===== config.mk =====
export PLATFORM = sky130hd
export DESIGN_NAME = irq_entry_core
export DESIGN_NICKNAME = d
export VERILOG_FILES = /design/src/irq_entry_pkg.sv /design/src/stack_if.sv /design/src/irq_entry_core.sv /design/src/stack_pointer.sv
export SDC_FILE = /design/constraint.sdc
export NUM_CORES = 1
export LEC_CHECK = 0
export ABC_AREA = 1
export ABC_CLOCK_PERIOD_IN_PS = 7000
export BUFFER_PORTS_ARGS = -buffer_cell sky130_fd_sc_hd__buf_2
export CAP_MARGIN = 0
export CELL_PAD_IN_SITES_DETAIL_PLACEMENT = 2
export CELL_PAD_IN_SITES_GLOBAL_PLACEMENT = 2
export CORE_UTILIZATION = 31
export CTS_BUF_LIST = sky130_fd_sc_hd__clkbuf_16
export DETAILED_ROUTE_END_ITERATION = 6
export PLACE_DENSITY_LB_ADDON = 0.3
export REMOVE_ABC_BUFFERS = 1
export SETUP_SLACK_MARGIN = 0.02
export SYNTH_ARGS = -nofsm -noshare
export SYNTH_HDL_FRONTEND = slang
export SYNTH_HIERARCHICAL = 1
export SYNTH_SLANG_ARGS = --single-unit
export TNS_END_PERCENT = 50

===== constraint.sdc =====
create_clock -name clock_i -period 7 [get_ports clock_i]
set_clock_uncertainty 0.15 [all_clocks]
set_input_delay 0.7 -clock clock_i [delete_from_list [all_inputs] [get_ports clock_i]]
set_output_delay 0.7 -clock clock_i [all_outputs]
set_load 0.05 [all_outputs]

===== src/irq_entry_pkg.sv =====
// constants and types shared by the interrupt entry and nesting logic
`default_nettype none
package irq_entry_pkg;
    localparam int unsigned clk_freq_hz = 10_000_000;
    localparam int unsigned entry_cycles = 9;
    localparam int unsigned longest_instr_cycles = 17;
    localparam int unsigned worst_latency_cycles = longest_instr_cycles + entry_cycles;
    localparam logic [1:0] level_highest = 2'h0;
    localparam logic [1:0] level_none = 2'h3;
    localparam logic [15:0] sp_reset = 16'h0000;
    localparam logic [15:0] pc_reset = 16'h0000;
    localparam logic [15:0] ps_reset = 16'h0000;
    localparam int unsigned ps_ie_pos = 5;
    localparam int unsigned ps_mask_lo = 3;
    localparam int unsigned ps_mask_hi = 4;
    localparam logic [15:0] ps_mask_reset = {11'h000, level_none, 3'h0};

    typedef enum logic [2:0] {
        op_none,
        op_push,
        op_pop,
        op_call,
        op_ret
    } stack_op_t;

    typedef enum {
        st_run,
        st_entry,
        st_ret_ps,
        st_ret_pc
    } core_state_t;
endpackage : irq_entry_pkg
`default_nettype wire


===== src/stack_if.sv =====
// stack memory access signals between the sequencer and the stack pointer
`default_nettype none
interface stack_if;
    logic push;
    logic pop;
    logic [15:0] sp;
    modport ctrl (output push, output pop, input sp);
    modport ptr (input push, input pop, output sp);
endinterface : stack_if
`default_nettype wire


===== src/irq_entry_core.sv =====
// interrupt acceptance, nested entry sequence and return sequence of the core
`default_nettype none
module irq_entry_core
    import irq_entry_pkg::*;
#(
    parameter int unsigned ENTRY_CYCLES = entry_cycles
) (
    // clock and reset
    input wire logic clock_i,
    input wire logic rst_n_i,
    // interrupt controller
    input wire logic irq_valid_i,
    input wire logic [1:0] irq_level_i,
    input wire logic [15:0] irq_vector_i,
    // instruction sequencer
    input wire logic instr_last_i,
    input wire logic [2:0] instr_stack_op_i,
    input wire logic [15:0] instr_word_i,
    input wire logic [15:0] next_pc_i,
    // software writes
    input wire logic ps_write_i,
    input wire logic [15:0] ps_value_i,
    input wire logic sp_load_i,
    input wire logic [15:0] sp_value_i,
    // stack memory read data
    input wire logic [15:0] stack_rdata_i,
    // stack memory read and write port
    output logic stack_we_o,
    output logic stack_re_o,
    output logic [15:0] stack_addr_o,
    output logic [15:0] stack_wdata_o,
    // core state
    output logic [15:0] pc_o,
    output logic [15:0] ps_o,
    output logic [15:0] sp_o,
    output logic irq_accept_o,
    output logic entry_busy_o,
    output logic service_start_o,
    output logic in_service_o
);
    // ****************************************
    // elaboration checks
    // ****************************************
    if (ENTRY_CYCLES < 3 || ENTRY_CYCLES > 15) begin : g_bad_entry
        $error("ENTRY_CYCLES must lie between 3 and 15");
    end

    localparam logic [3:0] entry_last = 4'(ENTRY_CYCLES - 1);
    localparam logic [3:0] push_pc_step = 4'h0;
    localparam logic [3:0] push_ps_step = 4'h1;

    stack_if st ();

    stack_pointer u_sp (
        .clock_i(clock_i),
        .rst_n_i(rst_n_i),
        .sp_load_i(sp_load_i),
        .sp_value_i(sp_value_i),
        .st(st)
    );

    core_state_t state_q;
    logic [3:0] step_q;
    logic [15:0] pc_q;
    logic [15:0] ps_q;
    logic [1:0] level_q;
    logic [15:0] vector_q;
    logic [3:0] depth_q;
    logic stack_we_q;
    logic stack_re_q;
    logic [15:0] stack_addr_q;
    logic [15:0] stack_wdata_q;
    logic accept_q;
    logic start_q;
    logic busy_q;
    logic in_service_q;
    logic take;
    logic [1:0] mask;
    logic ie;
    stack_op_t op;

    assign mask = ps_q[ps_mask_hi:ps_mask_lo];
    assign ie = ps_q[ps_ie_pos];
    assign op = stack_op_t'(instr_stack_op_i);

    // ****************************************
    // acceptance
    // ****************************************
    // explicit level 3 test is redundant: 3 never outranks any mask value
    assign take = (state_q == st_run) && instr_last_i
        && irq_valid_i && (irq_level_i != level_none)
        && (irq_level_i < mask) && ie;

    // ****************************************
    // sequencer
    // ****************************************
    always_ff @(posedge clock_i or negedge rst_n_i) begin
        if (!rst_n_i) begin
            state_q <= st_run;
            step_q <= 4'h0;
            level_q <= level_none;
            vector_q <= 16'h0000;
        end else begin
            unique case (state_q)
                st_run: begin
                    if (take) begin
                        state_q <= st_entry;
                        step_q <= 4'h0;
                        level_q <= irq_level_i;
                        vector_q <= irq_vector_i;
                    end else if (instr_last_i && op == op_ret) begin
                        state_q <= st_ret_ps;
                    end
                end
                st_entry: begin
                    if (step_q == entry_last) begin
                        state_q <= st_run;
                    end
                    step_q <= step_q + 4'h1;
                end
                st_ret_ps: state_q <= st_ret_pc;
                st_ret_pc: state_q <= st_run;
            endcase
        end
    end

    // ****************************************
    // stack traffic
    // ****************************************
    // only counter and status are ever written by entry
    // status read leaves with the return itself, so its data stands in st_ret_ps
    always_ff @(posedge clock_i or negedge rst_n_i) begin
        if (!rst_n_i) begin
            stack_we_q <= 1'b0;
            stack_re_q <= 1'b0;
            stack_addr_q <= sp_reset;
            stack_wdata_q <= 16'h0000;
        end else begin
            stack_we_q <= 1'b0;
            stack_re_q <= 1'b0;
            if (state_q == st_entry && step_q == push_pc_step) begin
                stack_we_q <= 1'b1;
                stack_addr_q <= st.sp - 16'h0001;
                stack_wdata_q <= pc_q;
            end else if (state_q == st_entry && step_q == push_ps_step) begin
                stack_we_q <= 1'b1;
                stack_addr_q <= st.sp - 16'h0001;
                stack_wdata_q <= ps_q;
            end else if (state_q == st_run && instr_last_i && !take
                && (op == op_push || op == op_call)) begin
                stack_we_q <= 1'b1;
                stack_addr_q <= st.sp - 16'h0001;
                stack_wdata_q <= (op == op_call) ? next_pc_i : instr_word_i;
            end else if (state_q == st_ret_ps
                || (state_q == st_run && instr_last_i && !take && (op == op_pop || op == op_ret))) begin
                stack_re_q <= 1'b1;
                stack_addr_q <= st.sp;
            end
        end
    end

    // pointer moves in the same cycle the access is issued
    always_comb begin
        st.push = 1'b0;
        st.pop = 1'b0;
        if (state_q == st_entry && (step_q == push_pc_step || step_q == push_ps_step)) begin
            st.push = 1'b1;
        end else if (state_q == st_run && instr_last_i && !take && (op == op_push || op == op_call)) begin
            st.push = 1'b1;
        end else if (state_q == st_ret_ps
            || (state_q == st_run && instr_last_i && !take && (op == op_pop || op == op_ret))) begin
            st.pop = 1'b1;
        end
    end

    // ****************************************
    // counter and status
    // ****************************************
    always_ff @(posedge clock_i or negedge rst_n_i) begin
        if (!rst_n_i) begin
            pc_q <= pc_reset;
        end else if (state_q == st_entry && step_q == entry_last) begin
            pc_q <= vector_q;
        end else if (state_q == st_ret_pc) begin
            pc_q <= stack_rdata_i;
        end else if (state_q == st_run && instr_last_i) begin
            // ending instruction retires even when a request wins, so the saved counter is the next one
            pc_q <= next_pc_i;
        end
    end

    // status read data stands in st_ret_ps, counter read data one cycle later in st_ret_pc
    always_ff @(posedge clock_i or negedge rst_n_i) begin
        if (!rst_n_i) begin
            ps_q <= ps_reset | ps_mask_reset;
        end else if (state_q == st_entry && step_q == entry_last) begin
            ps_q[ps_mask_hi:ps_mask_lo] <= level_q;
        end else if (state_q == st_ret_ps) begin
            ps_q <= stack_rdata_i;
        end else if (ps_write_i) begin
            ps_q <= ps_value_i;
        end
    end

    always_ff @(posedge clock_i or negedge rst_n_i) begin
        if (!rst_n_i) begin
            depth_q <= 4'h0;
            in_service_q <= 1'b0;
        end else if (state_q == st_entry && step_q == entry_last && depth_q != 4'hf) begin
            depth_q <= depth_q + 4'h1;
            in_service_q <= 1'b1;
        end else if (state_q == st_ret_pc && depth_q != 4'h0) begin
            depth_q <= depth_q - 4'h1;
            in_service_q <= (depth_q != 4'h1);
        end
    end

    always_ff @(posedge clock_i or negedge rst_n_i) begin
        if (!rst_n_i) begin
            accept_q <= 1'b0;
            start_q <= 1'b0;
            busy_q <= 1'b0;
        end else begin
            accept_q <= take;
            // mirrors st_entry cycle for cycle, decoded one cycle ahead so the output comes from a flop
            busy_q <= take || (state_q == st_entry && step_q != entry_last);
            start_q <= (state_q == st_entry && step_q == entry_last);
        end
    end

    assign stack_we_o = stack_we_q;
    assign stack_re_o = stack_re_q;
    assign stack_addr_o = stack_addr_q;
    assign stack_wdata_o = stack_wdata_q;
    assign pc_o = pc_q;
    assign ps_o = ps_q;
    assign sp_o = st.sp;
    assign irq_accept_o = accept_q;
    assign entry_busy_o = busy_q;
    assign service_start_o = start_q;
    assign in_service_o = in_service_q;
endmodule // irq_entry_core
`default_nettype wire


===== src/stack_pointer.sv =====
// descending stack pointer, one word per access
`default_nettype none
module stack_pointer
    import irq_entry_pkg::*;
(
    // clock and reset
    input wire logic clock_i,
    input wire logic rst_n_i,
    // software load
    input wire logic sp_load_i,
    input wire logic [15:0] sp_value_i,
    // stack requests
    stack_if.ptr st
);
    logic [15:0] sp_q;

    always_ff @(posedge clock_i or negedge rst_n_i) begin
        if (!rst_n_i) begin
            sp_q <= sp_reset;
        end else if (sp_load_i) begin
            sp_q <= sp_value_i;
        end else if (st.push) begin
            sp_q <= sp_q - 16'h0001;
        end else if (st.pop) begin
            sp_q <= sp_q + 16'h0001;
        end
    end

    assign st.sp = sp_q;
endmodule // stack_pointer
`default_nettype wire


==> results.sh, run 1 <==
export IMPL_period_minus_slack_ps=4050
export IMPL_routed_wl_um=26900
export IMPL_drt_vias_per_instance=5.03
export IMPL_synth_cell_types=46
export IMPL_timing_rr_end="u_sp/st.sp[14]"
export IMPL_drive_above_1_share_pct=22.6
export IMPL_place_inst=1441
export IMPL_core_area_um2=22200
export IMPL_rr_startpoint="ps_o[4]"
export IMPL_num_vias=7434
export IMPL_grt_max_degree=75
export IMPL_yosys_warnings=6
export IMPL_fin_nets=1310
export IMPL_dr_pass1_iters=4
export IMPL_cp_data_required_time_ps=7160
export IMPL_clk_pin_slew_worst_paths_ps=70
export IMPL_drc=0
export IMPL_cp_common_cell="nand2_1"
export IMPL_ys_flop_type="dfrtp_1"
export IMPL_clock_latency_ps=420
export IMPL_std_cell_rows=54
export IMPL_ctsHoldBuffers=0
export IMPL_portBuffers=192
export IMPL_worstPathMaxFanout=74
export IMPL_initial_core_util_pct=32.0
export IMPL_p_leak_nw=4.72
export IMPL_io_pins=193
export IMPL_cap_viol_max_count=0
export IMPL_final_cell_mix="nand2_1, buf_2, inv_1"
export IMPL_hold_class="input pin to asynchronous set/reset pin"
export IMPL_drt_initial_drc_count=324
export IMPL_synth_edff_count=0
export IMPL_crit_path_end_kind="flip-flop"
export IMPL_rsz0062_at_grt="false"
export IMPL_grt_first_pass_wirelength_um=43300
export IMPL_syn_avg_cell_area_um2=7.10
export IMPL_status="finished clean"
export IMPL_die_area_um2=23500
export IMPL_hold_viol=0
export IMPL_final_setup_viol_count=0
export IMPL_antenna_left=0
export IMPL_worstRegToRegCells=17
export IMPL_cp_slowest_cell="fa_1"
export IMPL_grt_pass1_vias=8039
export IMPL_startpoint="ps_o[4]"
export IMPL_cts_tree="built"
export IMPL_htree_num_levels=4
export IMPL_path_cells="inv_1 -> ha_1 -> a21oi_1 -> nand2_2 -> nand3_2 -> nand2_4 -> fa_1 -> nand2_1 -> nand2_1 -> nand3b_1 -> nand2_1 -> nand2_1 -> nand2_1 -> nand2_1 -> nand3_1 -> nand2_1 -> nand2_1"
export IMPL_tns_ps=0
export IMPL_netlist_area_um2=7100
export IMPL_hpwl_um=18900
export IMPL_final_cells=1477
export IMPL_crit_type="flip-flop to flip-flop"
export IMPL_tightest_slew_ps=950
export IMPL_clk_root_buffer_cell="clkbuf_16"
export IMPL_die_w_um=153
export IMPL_die_h_um=153
export IMPL_synth_seq_cells=114
export IMPL_cts_sinks=114
export IMPL_synth_cells=1000
export IMPL_cts_inserted_buffers=17
export IMPL_ys_async_sr_fraction_pct=100
export IMPL_gp_congestion=0.787
export IMPL_peakVddDrop_v=0.000197
export IMPL_postCtsSetupBuffers=0
export IMPL_ys_seq_area_share_pct=40.3
export IMPL_reg2reg_slack_ps=2950
export IMPL_ctsResizeCount=0
export IMPL_grt_use_total_pct=23.7
export IMPL_overflow=0
export IMPL_stdcell_area_um2=8890
export IMPL_slew_headroom_pct=36.7
export IMPL_crit_path_start_kind="flip-flop"
export IMPL_wl_per_cell_um=18.2
export IMPL_mostFrequentLayoutCell="nand2_1"
export IMPL_clockBufferDepth=2
export IMPL_crit_arrival_ps=4210
export IMPL_timing_fmax_mhz=247
export IMPL_slowest_delay_ps=660
export IMPL_fin_crit_sh_pct=57.9
export IMPL_total_power_mw=5.02
export IMPL_power_density_nw_per_um2=564
export IMPL_placed_area_um2=8260
export IMPL_area_growth_pct=25.3
export IMPL_antenna_found_initial=4
export IMPL_whs_ps=195
export IMPL_crit_end="u_sp/st.sp[14]"
export IMPL_slew_viol_final=0
-- registers in the layout, summed over array words and instances (netlist names) --
register / cells
state_q: 2
stack_addr_o: 16
step_q: 4
in_service_o: 1
depth_q: 4
irq_accept_o: 1
u_sp/st.sp: 16
level_q: 2
vector_q: 16
stack_re_o: 1
stack_wdata_o: 16
stack_we_o: 1
ps_o: 16
entry_busy_o: 1
service_start_o: 1
pc_o: 16
-- Yosys cell counts, types with 3 or more instances --
library cell  instances  area share, %
a21oi_1              22            1.6
a31oi_1              34            3.0
buf_2                12           0.85
buf_6                 5           0.79
clkbuf_1             18           0.95
dfrtp_1             110             39
dfstp_2               4            1.5
ha_1                 22            3.9
inv_1               121            6.4
inv_2                11           0.58
nand2_1             352             19
nand2_2               6           0.53
nand3_1              56            3.9
nand3_2               3           0.42
nand4_1               6           0.53
nor2_1               77            4.1
nor2_2                4           0.35
nor3_1                5           0.35
o211ai_1             37            3.9
o21ai_0              56            3.9
xnor2_1               4           0.49
xor2_1                7           0.86
-- per-layer routing --
layer,share of wire (%),vias to the layer above,GRT usage [%]
met5,0,-,0
met3,4.3,30,4.45
met4,1.6,0,6.78
li1,-,3576,-
met2,49,174,40.4
met1,45,3654,30.4
-- where the power goes --
| part | switching (mW) | internal [mW] | total [mW] |
|---|---|---|---|
| Clock | 0.341 | 0.592 | 0.933 |
| Sequential | 0.276 | 0.978 | 1.25 |
| Combinational | 2.11 | 0.724 | 2.83 |
-- how the worst min path moves through the flow --
stage,startpoint,end,slack [ps],cells after the start
after floorplan,rst_n_i,depth_q[0],250,0
after global placement,level_q[1],level_q[1],310,2
after detailed placement,level_q[1],level_q[1],310,2
after CTS,rst_n_i,ps_o[7],230,1
after global routing,rst_n_i,ps_o[7],250,1
final,rst_n_i,ps_o[7],200,1
-- cell type report --
type,instances,area [um^2]
clock buffer,17,425
multi-input combinational,715,3540
tap,280,350
clock inverter,15,193
antenna,4,10.0
timing repair buffer,198,1010
sequential,114,2860
fill,2709,13300
inverter,134,505
-- kinds of logic after synthesis --
logic type               count (synthesis)  synth area share (%)
AND/OR/NAND/NOR                        526                  31.3
buffers and inverters                  171                  9.87
AO/OA/AOI/OAI                          155                  13.0
flip-flops                             114                  40.3
adder cells (fa/ha/maj)                 23                  4.16
XOR/XNOR                                11                  1.36
-- worst max-delay path: cells and delay by family (launching register included) --
kind / cells / cell delay [ps]
AND/OR/NAND/NOR: 13 / 2000
adder cells (fa/ha/maj): 2 / 940
flip-flops: 1 / 560
AO/OA/AOI/OAI: 1 / 190
buffers and inverters: 1 / 70
-- through the flow --
stage	setup WS, ps	util (%)
floorplan	3570	-
global placement	2830	37.3
detailed placement	2730	37.3
CTS	2920	40.1
global route	2500	40.1
finish	2950	40.1
Note: power is estimated with default switching activity, not from simulation.
==> run 2: changes to the inputs <==
ABC_CLOCK_PERIOD_IN_PS = 3600   (was 7000)
CORE_UTILIZATION = 26   (was 31)
clock period = 3.6 ns   (was 7 ns; I/O delays follow)
==> run 2 against run 1 <==
Effect of this change:
- sequential power grew 97%
- hold slack lost 170 ps
- utilization shrank 6.1 points
- flip-flop and latch count is the same
- routed wire length grew 3.7%
- design area grew 2.8%
- die area grew 19%
- critical path depth is the same
- setup slack lost 2400 ps
- final cell count grew 5.6%
==> results.sh, run 2 (synthesized netlist as in run 1, its figures left out) <==
export IMPL_overflow=0
export IMPL_grt_use_total_pct=20.7
export IMPL_fin_nets=1332
export IMPL_peakVddDrop_v=0.000271
export IMPL_worstPathMaxFanout=16
export IMPL_fin_crit_sh_pct=85.0
export IMPL_cap_viol_max_count=0
export IMPL_hold_viol=0
export IMPL_hold_class="input pin to flip-flop"
export IMPL_hpwl_um=20700
export IMPL_pre_cts_slack_ps=559
export IMPL_clock_latency_ps=420
export IMPL_io_pins=193
export IMPL_reg2reg_slack_ps=540
export IMPL_power_density_nw_per_um2=1060
export IMPL_startpoint="ps_o[4]"
export IMPL_dr_pass1_iters=4
export IMPL_clockBufferDepth=2
export IMPL_core_area_um2=26900
export IMPL_wl_per_cell_um=17.9
export IMPL_whs_ps=23.5
export IMPL_postCtsSetupBuffers=0
export IMPL_rr_startpoint="ps_o[4]"
export IMPL_final_cell_mix="nand2_1, buf_2, inv_1"
export IMPL_num_vias=7394
export IMPL_status="finished clean"
export IMPL_mostFrequentLayoutCell="nand2_1"
export IMPL_placed_area_um2=8410
export IMPL_drive_above_1_share_pct=23.0
export IMPL_timing_rr_end="u_sp/st.sp[14]"
export IMPL_slew_headroom_pct=40.5
export IMPL_portBuffers=192
export IMPL_cts_inserted_buffers=17
export IMPL_crit_path_end_kind="flip-flop"
export IMPL_cp_data_required_time_ps=3760
export IMPL_htree_num_levels=4
export IMPL_cts_sinks=114
export IMPL_initial_core_util_pct=26.4
export IMPL_period_minus_slack_ps=3060
export IMPL_multi_input_area_um2=3540
export IMPL_top_layer="met5"
export IMPL_die_w_um=167
export IMPL_area_growth_pct=28.8
export IMPL_tightest_slew_ps=889
export IMPL_std_cell_rows=60
export IMPL_met1Wirelength_um=12300
export IMPL_drc=0
export IMPL_drt_vias_per_instance=4.74
export IMPL_p_leak_nw=4.81
export IMPL_antenna_found_initial=4
export IMPL_clk_pin_slew_worst_paths_ps=60
export IMPL_crit_arrival_ps=3220
export IMPL_worstRegToRegCells=17
export IMPL_grt_first_pass_wirelength_um=44700
export IMPL_hp_start="irq_level_i[1]"
export IMPL_crit_end="u_sp/st.sp[14]"
export IMPL_antenna_left=0
export IMPL_gp_congestion=0.791
export IMPL_grt_max_degree=79
export IMPL_routed_wl_met2_um=14100
export IMPL_crit_type="flip-flop to flip-flop"
export IMPL_tns_ps=0
export IMPL_crit_path_start_kind="flip-flop"
export IMPL_wl_met3_um=1100
export IMPL_grt_pass1_vias=8090
export IMPL_fillers=3258
export IMPL_drt_initial_drc_count=224
export IMPL_stdcell_area_um2=9140
export IMPL_ff_latch_area_um2=2860
export IMPL_cts_tree="built"
export IMPL_clk_root_buffer_cell="clkbuf_16"
export IMPL_timing_fmax_mhz=327
export IMPL_slew_viol_final=0
export IMPL_routed_wl_um=27900
export IMPL_layout_setup_ws_ps=540
export IMPL_die_h_um=167
export IMPL_die_area_um2=28000
export IMPL_rsz0062_at_grt="false"
export IMPL_final_setup_viol_count=0
[run 2: changes by cell type in the layout (fill, tap and decap cells not counted), sizes merged]
cell	previous run	this run
bufinv	4	1
dlygate4sd3	0	14
clkinv	6	7
clkinvlp	5	2
buf	198	206
inv	134	139
diode	4	3
[run 2: where the power goes]
group	total [mW]	switching, mW	internal, mW
Combinational	5.54	4.10	1.44
Clock	1.70	0.727	0.971
Sequential	2.46	0.557	1.90
[run 2: metal layers]
| metal | vias to the layer above | global-route usage (%) |
|---|---|---|
| li1 | 3615 | - |
| met4 | 2 | 5.15 |
| met2 | 132 | 37.1 |
| met5 | - | 0 |
| met3 | 28 | 4.54 |
| met1 | 3617 | 24.9 |
[run 2: worst min-delay path by stage]
stage               depth (start not counted)          endpoint
floorplan                                   0        depth_q[0]
global placement                            1  stack_addr_o[14]
detailed placement                          1  stack_addr_o[14]
CTS                                         3        level_q[1]
global route                                3        level_q[1]
finish                                      3        level_q[1]
[run 2: metrics by stage]
stage	cells	util, %	power [mW]
floorplan	963	-	6.29
global placement	1510	31.3	7.87
detailed placement	1510	31.3	8.05
CTS	1556	34.0	9.84
global route	1556	34.0	10.4
finish	1559	34.0	9.70
[run 2: what timing repair did]
item	4_1_cts	5_1_grt
resized for setup	0	0
hold buffers	14	0
endpoints found under the hold margin	49	0
[run 2: layout make-up]
cell class	instances	share of cell area, %
Antenna cell	3	0.0822
Clock buffer	17	4.66
Clock inverter	15	1.66
Inverter	134	5.53
Multi-Input combinational cell	715	38.8
Sequential cell	114	31.3
Tap cell	341	4.67
Timing Repair Buffer	220	13.4
[run 2: worst max-delay path, stage by stage (launching register included)]
cell and delay (ps):
dfstp_2 540, inv_1 60, ha_1 270, a21oi_1 180
nand2_2 80, nand3_2 100, nand2_4 170, fa_1 480
nand2_1 110, nand2_1 80, nand3b_1 130, nand2_1 140
nand2_1 120, nand2_1 60, nand2_1 60, nand3_1 70
nand2_1 90, nand2_1 50
